<file path="config.mk">
export PLATFORM = sky130hd
export DESIGN_NAME = cal_cfg_regs
export DESIGN_NICKNAME = d
export VERILOG_FILES = /design/src/common/cal_cfg_pkg.sv /design/src/hw/cal_cfg_reg.sv /design/src/hw/cal_cfg_regs.sv
export SDC_FILE = /design/constraint.sdc
export NUM_CORES = 1
export LEC_CHECK = 0
export BUFFER_PORTS_ARGS = -buffer_cell sky130_fd_sc_hd__buf_2
export CORE_ASPECT_RATIO = 1.2
export CORE_MARGIN = 5
export CORE_UTILIZATION = 50
export CTS_CLUSTER_DIAMETER = 100
export CTS_CLUSTER_SIZE = 24
export DETAILED_ROUTE_END_ITERATION = 10
export HOLD_SLACK_MARGIN = 0.02
export PLACE_DENSITY = 0.71
export SETUP_SLACK_MARGIN = 0.15
export SYNTH_ARGS = -nofsm -noshare
export SYNTH_HDL_FRONTEND = slang
export SYNTH_SLANG_ARGS = --single-unit
</file>
<file path="constraint.sdc">
create_clock -name clk -period 5.76 [get_ports clk]
set_input_delay 1.728 -clock clk [delete_from_list [all_inputs] [get_ports clk]]
set_output_delay 1.728 -clock clk [all_outputs]
set_load 0.05 [all_outputs]
</file>
<file path="src/common/cal_cfg_pkg.sv">
// Constants for the oscillator calibration and monitor converter register bank
package cal_cfg_pkg;
    localparam int ADDR_W = 8;
    localparam int DATA_W = 8;
    localparam logic [7:0] ADDR_COUNT_CFG = 8'h23;
    localparam logic [7:0] ADDR_CLOCK_REDUCE = 8'h24;
    localparam logic [7:0] ADDR_DIV_BUF = 8'h25;
    localparam logic [7:0] ADDR_BAND_TIME = 8'h26;
    localparam logic [7:0] ADDR_SETTLE_LO = 8'h27;
    localparam logic [7:0] ADDR_SETTLE_HI = 8'h28;
    localparam logic [7:0] ADDR_LEVEL_LO = 8'h29;
    localparam logic [7:0] ADDR_LEVEL_HI = 8'h2A;
    localparam logic [7:0] ADDR_RSVD_A = 8'h2B;
    localparam logic [7:0] ADDR_RSVD_B = 8'h2C;
    localparam logic [7:0] ADDR_MON_DIV = 8'h2D;
    localparam logic [7:0] ADDR_MON_CTRL = 8'h2E;
    localparam int NUM_REGS = 12;
    localparam logic [7:0] RESET_VALUE = 8'h00;
    localparam int BIT_COUNT_SEL = 7;
    localparam int BIT_CLOCK_HALVING = 2;
    localparam int BIT_OUT_DIV_DBUF = 7;
    localparam int BIT_CAL_DIV_DBUF = 6;
    localparam int BIT_OSC_DBUF = 7;
    localparam int BIT_DELAY_DBUF = 7;
    localparam int BIT_CONV_EN = 7;
    localparam int BIT_ADC_EN = 1;
    localparam int BIT_AUTO_CONV = 0;
    localparam int TIMEOUT_W = 15;
    localparam int TIMEOUT_HI_W = 7;
endpackage : cal_cfg_pkg

</file>
<file path="src/hw/cal_cfg_reg.sv">
// One 8-bit read/write register cell with synchronous reset
`timescale 1ns/10ps
module cal_cfg_reg #(
    parameter int WIDTH = 8,
    parameter logic [WIDTH-1:0] RESET_VAL = '0
) (
    input wire logic clk,
    input wire logic rst_n,
    input wire logic wr_en,
    input wire logic [WIDTH-1:0] wr_data,
    output logic [WIDTH-1:0] value_q
);
    always_ff @(posedge clk) begin
        if (!rst_n) begin
            value_q <= RESET_VAL;
        end else if (wr_en) begin
            value_q <= wr_data;
        end
    end
endmodule : cal_cfg_reg

</file>
<file path="src/hw/cal_cfg_regs.sv">
// Register bank configuring oscillator calibration and the monitor converter
`timescale 1ns/10ps
// Overview of operation
// - Bit 7 at 0x23 selects calibration count
// - Halving bit halves both calibration clocks
// - 0x25 bit 7 buffers output divider
// - 0x25 bit 6 buffers calibration dividers
// - 0x26 sets band decision time
// - Settle timeout spans 0x27 and 0x28
// - 0x28 bit 7 buffers oscillator overrides
// - Level timeout spans 0x29 and 0x2A
// - 0x2A bit 7 buffers delay fields
// - 0x2D sets monitor converter clock divider
// - 0x2E bit 7 enables conversions
// - 0x2E bit 1 enables converter
// - All registers reset to zero, readable
// - Auto bit starts conversion at calibration
module cal_cfg_regs
    import cal_cfg_pkg::*;
(
    input wire logic clk,
    input wire logic rst_n,
    input wire logic wr_en,
    input wire logic rd_en,
    input wire logic [cal_cfg_pkg::ADDR_W-1:0] addr,
    input wire logic [cal_cfg_pkg::DATA_W-1:0] wr_data,
    input wire logic cal_start,
    input wire logic start_conversion,
    output logic [cal_cfg_pkg::DATA_W-1:0] rd_data,
    output logic rd_valid,
    output logic cal_count_select,
    output logic cal_clock_halving,
    output logic out_divider_dbuf_en,
    output logic cal_divider_dbuf_en,
    output logic osc_override_dbuf_en,
    output logic delay_ctrl_dbuf_en,
    output logic [cal_cfg_pkg::DATA_W-1:0] band_decision_time,
    output logic [cal_cfg_pkg::TIMEOUT_W-1:0] dac_settle_timeout,
    output logic [cal_cfg_pkg::TIMEOUT_W-1:0] level_control_timeout,
    output logic [cal_cfg_pkg::DATA_W-1:0] monitor_clock_divider,
    output logic conversion_enable,
    output logic converter_enable,
    output logic auto_conversion_on_cal,
    output logic conversion_start
);
    import cal_cfg_pkg::*;

    localparam logic [7:0] BASE_ADDR = ADDR_COUNT_CFG;

    logic [DATA_W-1:0] regs [NUM_REGS];
    logic [NUM_REGS-1:0] sel;

    // One cell per address; reserved cells store too so reads return the host's value
    genvar gi;
    generate
        for (gi = 0; gi < NUM_REGS; gi++) begin : g_reg
            assign sel[gi] = wr_en && (addr == BASE_ADDR + 8'(gi));
            cal_cfg_reg #(
                .WIDTH(DATA_W),
                .RESET_VAL(RESET_VALUE)
            ) u_reg (
                .clk(clk),
                .rst_n(rst_n),
                .wr_en(sel[gi]),
                .wr_data(wr_data),
                .value_q(regs[gi])
            );
        end
    endgenerate

    function automatic int idx(input logic [7:0] a);
        return int'(a - BASE_ADDR);
    endfunction : idx

    // Decoded fields registered so every output leaves a flip-flop
    always_ff @(posedge clk) begin
        if (!rst_n) begin
            cal_count_select <= 1'b0;
            cal_clock_halving <= 1'b0;
            out_divider_dbuf_en <= 1'b0;
            cal_divider_dbuf_en <= 1'b0;
            osc_override_dbuf_en <= 1'b0;
            delay_ctrl_dbuf_en <= 1'b0;
            band_decision_time <= RESET_VALUE;
            dac_settle_timeout <= '0;
            level_control_timeout <= '0;
            monitor_clock_divider <= RESET_VALUE;
            conversion_enable <= 1'b0;
            converter_enable <= 1'b0;
            auto_conversion_on_cal <= 1'b0;
        end else begin
            cal_count_select <= regs[idx(ADDR_COUNT_CFG)][BIT_COUNT_SEL];
            cal_clock_halving <= regs[idx(ADDR_CLOCK_REDUCE)][BIT_CLOCK_HALVING];
            out_divider_dbuf_en <= regs[idx(ADDR_DIV_BUF)][BIT_OUT_DIV_DBUF];
            cal_divider_dbuf_en <= regs[idx(ADDR_DIV_BUF)][BIT_CAL_DIV_DBUF];
            osc_override_dbuf_en <= regs[idx(ADDR_SETTLE_HI)][BIT_OSC_DBUF];
            delay_ctrl_dbuf_en <= regs[idx(ADDR_LEVEL_HI)][BIT_DELAY_DBUF];
            band_decision_time <= regs[idx(ADDR_BAND_TIME)];
            dac_settle_timeout <= {regs[idx(ADDR_SETTLE_HI)][TIMEOUT_HI_W-1:0],
                                   regs[idx(ADDR_SETTLE_LO)]};
            level_control_timeout <= {regs[idx(ADDR_LEVEL_HI)][TIMEOUT_HI_W-1:0],
                                      regs[idx(ADDR_LEVEL_LO)]};
            monitor_clock_divider <= regs[idx(ADDR_MON_DIV)];
            conversion_enable <= regs[idx(ADDR_MON_CTRL)][BIT_CONV_EN];
            converter_enable <= regs[idx(ADDR_MON_CTRL)][BIT_ADC_EN];
            auto_conversion_on_cal <= regs[idx(ADDR_MON_CTRL)][BIT_AUTO_CONV];
        end
    end

    // Start pulse: start_conversion input in any mode, calibration start only in auto mode.
    // Gated by the stored enables so a disabled converter never sees a start.
    always_ff @(posedge clk) begin
        if (!rst_n) begin
            conversion_start <= 1'b0;
        end else begin
            conversion_start <= conversion_enable && converter_enable &&
                                (start_conversion || (cal_start && auto_conversion_on_cal));
        end
    end

    // Read port: one cycle latency, unmapped addresses read zero
    always_ff @(posedge clk) begin
        if (!rst_n) begin
            rd_data <= RESET_VALUE;
            rd_valid <= 1'b0;
        end else begin
            rd_valid <= rd_en;
            if (!rd_en) begin
                rd_data <= rd_data;
            end else if (addr >= ADDR_COUNT_CFG && addr <= ADDR_MON_CTRL) begin
                rd_data <= regs[idx(addr)];
            end else begin
                rd_data <= RESET_VALUE;
            end
        end
    end
endmodule : cal_cfg_regs

</file>
==> results of run 1 <==
## kinds of logic (layout without fill, tap and decap cells)
kind of cell | after synthesis | count (layout) | synth area share (%)
DFF | 161 | 161 | 50.43
muxes | 48 | 48 | 12.22
AOI/OAI and AO/OA | 170 | 170 | 17.46
buffers and inverters | 49 | 124 | 3.113
adders and majority gates | 4 | 4 | 0.7831
and+or+nand+nor | 194 | 194 | 15.99
## final timing paths
path | startpoint | end | cells after the start
setup / recovery | addr[1] | rd_data[5] | 8
hold / removal | converter_enable | conversion_start | 2
hold reg to reg | converter_enable | conversion_start | 2
setup reg to reg | g_reg[10].u_reg.value_q[2] | rd_data[2] | 4
## worst reg2reg max path: stages (launching register included)
cell	delay (ps)
dfxtp_1	360
mux4_2	490
nor2b_1	140
a221o_1	270
a22o_1	190
## through the flow
step	hold slack (ps)	instance area [um^2]
after floorplan	440.5	6391
after detailed placement	434.8	6888
final	441.5	7516
after CTS	443.9	7516
after global routing	463.7	7516
after global placement	427.4	6888
## layout make-up
cell class | count | area [um^2]
inverter | 2 | 7.507
multi-input combinational | 416 | 2969
fill | 1049 | 5096
clock inverter | 9 | 181.4
tap | 164 | 205.2
timing repair buffer | 93 | 483.0
clock buffer | 20 | 446.7
sequential | 161 | 3223
## flip-flops by register name, summed over array words and instances, names as in the netlist
signal                  count
auto_conversion_on_cal      1
band_decision_time          8
cal_clock_halving           1
cal_count_select            1
cal_divider_dbuf_en         1
conversion_enable           1
conversion_start            1
converter_enable            1
dac_settle_timeout         15
delay_ctrl_dbuf_en          1
g.u_reg.value_q            96
level_control_timeout      15
monitor_clock_divider       8
osc_override_dbuf_en        1
out_divider_dbuf_en         1
rd_data                     8
rd_valid                    1
## cell usage in the layout (no fill, tap or decap), types with 2 or more instances in the layout
master	Yosys	layout
clkbuf_16	0	17
a221o_1	7	7
and2_1	57	57
a22o_1	7	7
ha_1	4	4
clkbuf_1	39	2
a21boi_0	73	73
buf_4	1	7
mux2i_1	24	24
buf_2	3	86
inv_6	0	2
dfxtp_1	161	161
nand2_1	78	78
mux4_2	24	24
bufinv_16	0	5
a21oi_1	4	4
nor2_4	2	2
inv_1	2	2
nor2b_1	35	35
nand3_1	2	2
nand2b_1	2	2
o21ai_0	73	73
nor2_1	12	12
## report_power, final
part	internal (mW)	switching [mW]	leakage [nW]
clock network	0.776	0.428	0.307
registers	1.11	0.000754	1.30
logic	0.0330	0.0658	1.30
## synthesized netlist by cell type (2+ instances only)
cell,count
a21boi_0,73
a21oi_1,4
a221o_1,7
a22o_1,7
and2_1,57
buf_1,3
buf_2,3
clkbuf_1,39
dfxtp_1,161
ha_1,4
inv_1,2
mux2i_1,24
mux4_2,24
nand2_1,78
nand2b_1,2
nand3_1,2
nor2_1,12
nor2_4,2
nor2b_1,35
o21ai_0,73
## metal layers
| metal | global-route usage [%] | up-vias | share of wire (%) |
|---|---|---|---|
| li1 | - | 2291 | - |
| met1 | 26.45 | 2381 | 41 |
| met2 | 36.69 | 177 | 50 |
| met3 | 4.919 | 34 | 6.0 |
| met4 | 10.75 | 0 | 3.0 |
| met5 | 0 | - | 0 |
==> results_dict.tcl, run 1 <==
set metrics [dict create \
    drc 0 \
    grt_overflow 0 \
    clock-sinks 161 \
    post-route-period-util_pct 64.41 \
    synth_top_area_share_pct 50.43 \
    synth_area_per_cell_um2 10.21 \
    finalNetCount 717 \
    slew_headroom_pct 41.79 \
    ir_worst_vdd_mv 0.2061 \
    synth_edf_count 0 \
    instances_no_fill 865 \
    min_path_type "reg -> reg" \
    firstDrtPassIters 6 \
    setup_slack_ps 2050 \
    drtIter0Drc 306 \
    skew_ps 12.44 \
    worstMarginPinSlew_ps 871.0 \
    arrival_ps 4020 \
    hold_viol_final 0 \
    num_io_pins 87 \
    hpwl_mm 11.08 \
    cts_made_buffers 17 \
    setup_viol 0 \
    fmax_ghz 0.2695 \
    cp_num_buf_inv 3 \
    rows 45 \
    place_inst 836 \
    post-route-util_pct 59.59 \
    yosysWarnings 0 \
    power_mw 2.419 \
    required_ps 6070 \
    grt_start_max_net_pins 94 \
    die_y_um 133.9 \
    post-place-ws_ps 1690 \
    cts_hold_buf 0 \
    fin_tns_setup_ps 0 \
    grt_pass1_wl_mm 26.08 \
    core_um2 12610 \
    p_per_area_nw_per_um2 321.8 \
    avgViaCountPerCell 5.645 \
    r2r_setup_slack_ps 4200 \
    h-tree-depth 4 \
    synth_nets 652 \
    dieArea_um2 15150 \
    via_count 4883 \
    crit_slowest_cell "ha_1" \
    yosys.cell_types.count 34 \
    min_period_ps 3710 \
    drtAntennaViolNets 0 \
    die_x_um 113.2 \
    cts_tree "built" \
    slew_viol_final 0 \
    critPathCaptureType "flop" \
    critPathMaxFanout 14 \
    cts_buffer_depth 2 \
    critical_path_class "in -> reg" \
    synth_top_area_cell "dfxtp_1" \
    cts_root_buf "clkbuf_16" \
    initial_core_util_pct 50.67 \
    cp-start-kind "input port" \
    cp_top_family "adder cells" \
    antennaDiodeCount 0 \
    synth.top_cells.by_area "dfxtp_1 (50%), a21boi_0 (8.6%), mux4_2 (8.5%)" \
    drive_gt1_share_pct 21.40 \
    area_delta_synth_final_pct 17.60 \
    ys.flop_type "dfxtp_1" \
    gp_congestion 0.8315 \
    grt_setup_unrepaired "false" \
    routedWlPerCell_um 18.65 \
    finalWirelength_mm 16.13 \
    clock_latency_ps 420 \
    synth_async_sr_flop_share_pct 0 \
    status "finished, final reports clean" \
    netlist_area_um2 6391 \
    max_stage_delay_ps 770 \
    cts_resized 0 \
    post_cts_buffers 0 \
    leakage_nw 2.901 \
    grt_pass1_vias 4950 \
    synthCells 626 \
    track_usage_pct 21.88 \
    seq_area_frac_synth_pct 50.43 \
    synth.ff_latch_count 161 \
    antenna_found_initial 0 \
    crit_chain "buf_2 -> inv_1 -> ha_1 -> buf_4 -> mux4_2 -> nor2b_1 -> a221o_1 -> a22o_1" \
    port_buffers 86 \
    maxCapViolCount 0 \
    path_clk_slew_ps 60 \
]
Note: power is estimated with default switching activity, not from simulation.
==> run 2, diff against run 1 <==
--- a/config.mk
+++ b/config.mk
@@ -13,7 +13,7 @@
 export CTS_CLUSTER_SIZE = 24
 export DETAILED_ROUTE_END_ITERATION = 10
 export HOLD_SLACK_MARGIN = 0.02
-export PLACE_DENSITY = 0.71
+export PLACE_DENSITY = 0.74
 export SETUP_SLACK_MARGIN = 0.15
 export SYNTH_ARGS = -nofsm -noshare
 export SYNTH_HDL_FRONTEND = slang
==> constraint.sdc (replaced) <==
create_clock -name clk -period 3.1 [get_ports clk]
set_input_delay 0.93 -clock clk [delete_from_list [all_inputs] [get_ports clk]]
set_output_delay 0.93 -clock clk [all_outputs]
set_load 0.05 [all_outputs]
==> results_dict.tcl, run 2 (same netlist as run 1, synthesis figures left out) <==
set metrics [dict create \
    status "finished, final reports clean" \
    via_count 5018 \
    critPathCaptureType "flop" \
    firstDrtPassIters 5 \
    nFillCells 1040 \
    port_buffers 86 \
    crit_chain "buf_2 -> inv_1 -> ha_1 -> buf_4 -> mux4_2 -> nor2b_1 -> a221o_1 -> a22o_1" \
    cts_hold_buf 0 \
    routedWlPerCell_um 18.54 \
    slew_headroom_pct 52.89 \
    core_um2 12610 \
    arrival_ps 2810 \
    cts_buffer_depth 2 \
    dieArea_um2 15150 \
    final_cell_mix "dfxtp_1 (161), buf_2 (86), nand2_1 (78)" \
    post-route-period-util_pct 80.81 \
    setup_viol 0 \
    cp-start-kind "input port" \
    cp_top_family "buffers and inverters" \
    hold_viol_final 0 \
    largest_reg_flops 96 \
    leakage_nw 2.988 \
    post_cts_buffers 0 \
    cts_made_buffers 17 \
    die_x_um 113.2 \
    fin_tns_setup_ps 0 \
    required_ps 3410 \
    fin_area_um2 7661 \
    maxCapViolCount 0 \
    gp_congestion 0.8422 \
    final_common_cell "dfxtp_1" \
    max_stage_delay_ps 430 \
    grt_overflow 0 \
    critical_path_class "in -> reg" \
    avgViaCountPerCell 5.676 \
    top_register "g.u_reg.value_q" \
    path_clk_slew_ps 60 \
    antennaDiodeCount 0 \
    drtAntennaViolNets 0 \
    timing.rr.end "rd_data[4]" \
    min_period_ps 2505 \
    die_y_um 133.9 \
    crit_slowest_cell "ha_1" \
    hpwl_mm 11.59 \
    drtIter0Drc 359 \
    track_usage_pct 22.25 \
    slew_viol_final 0 \
    cp_num_buf_inv 3 \
    drc 0 \
    hold_path_end "conversion_start" \
    area_delta_synth_final_pct 19.87 \
    min_path_type "reg -> reg" \
    reg_top3 "g.u_reg.value_q x96, dac_settle_timeout x15, level_control_timeout x15" \
    grt_setup_unrepaired "false" \
    num_io_pins 87 \
    r2r_setup_slack_ps 1560 \
    drive_gt1_share_pct 23.75 \
    hold_depth 2 \
    cts_resized 0 \
    hp-start "converter_enable" \
    finalWirelength_mm 16.39 \
    cts_tree "built" \
    ir_worst_vdd_mv 0.3170 \
    grt_pass1_vias 5099 \
    antenna_found_initial 0 \
    critPathMaxFanout 11 \
    postPlaceCellArea_um2 7028 \
    initial_core_util_pct 50.67 \
    fmax_ghz 0.3992 \
    grt_pass1_wl_mm 26.55 \
    cts_root_buf "clkbuf_16" \
    clock_latency_ps 420 \
    grt_start_max_net_pins 70 \
    p_per_area_nw_per_um2 587.1 \
    r2r-start "g_reg[10].u_reg.value_q[4]" \
    rows 45 \
    rr_worst_depth 4 \
    power_mw 4.498 \
    skew_ps 9.009 \
    h-tree-depth 4 \
    clock-sinks 161 \
    finalNetCount 734 \
    worstMarginPinSlew_ps 702.0 \
]
[run 2: cell types whose count changed in the layout (fill, tap and decap cells not counted)]
cell        change
clkinv_2        +1
clkbuf_1        -2
bufinv_16       -1
clkbuf_8        +1
clkinv_4        +1
buf_4          +16
buf_12          +1
clkinvlp_4      +2
[run 2: layout make-up]
| type | count | area (um^2) | area share, % |
|---|---|---|---|
| sequential | 161 | 3223 | 42.07 |
| inverter | 2 | 7.507 | 0.09799 |
| clock inverter | 12 | 180.2 | 2.352 |
| multi-input combinational | 416 | 2969 | 38.76 |
| timing repair buffer | 110 | 623.1 | 8.133 |
| tap | 164 | 205.2 | 2.678 |
| clock buffer | 19 | 452.9 | 5.912 |
[run 2: metal layers]
metal	vias up	share of wire, %	GRT usage [%]
met4	0	3.9	10.75
met1	2451	39	26.40
li1	2324	-	-
met2	201	51	37.91
met5	-	0	0
met3	42	6.7	5.054
[run 2: how the worst max path moves through the flow]
stage               startpoint          to  slack, ps  cells past startpoint
global route           addr[1]  rd_data[4]        500                      8
detailed placement     addr[1]  rd_data[4]        210                      8
finish                 addr[1]  rd_data[4]        590                      8
CTS                    addr[1]  rd_data[4]        610                      8
global placement       addr[1]  rd_data[4]        270                      8
floorplan              addr[0]  rd_data[3]        170                     10
[run 2: tightest hold or removal path, cell delays in order, from the launching register on]
cell and delay (ps):
dfxtp_1 310, nand3_1 60, nor2_1 40
[run 2: stage by stage]
| step | hold WS (ps) | setup WS [ps] | std cells | util [%] |
|---|---|---|---|---|
| after floorplan | 440.5 | 168.1 | 626 | - |
| after CTS | 442.9 | 613.8 | 884 | 60.74 |
| after detailed placement | 434.7 | 205.1 | 853 | 55.72 |
| final | 440.7 | 594.9 | 884 | 60.74 |
| after global placement | 426.5 | 269.8 | 853 | 55.72 |
| after global routing | 450.0 | 497.1 | 884 | 60.74 |
[run 2: power breakdown]
| part | total, mW | leakage (nW) | internal (mW) | switching (mW) |
|---|---|---|---|---|
| combinational | 0.192 | 1.39 | 0.0682 | 0.124 |
| sequential | 2.07 | 1.30 | 2.07 | 0.00136 |
| clock | 2.23 | 0.306 | 1.39 | 0.842 |
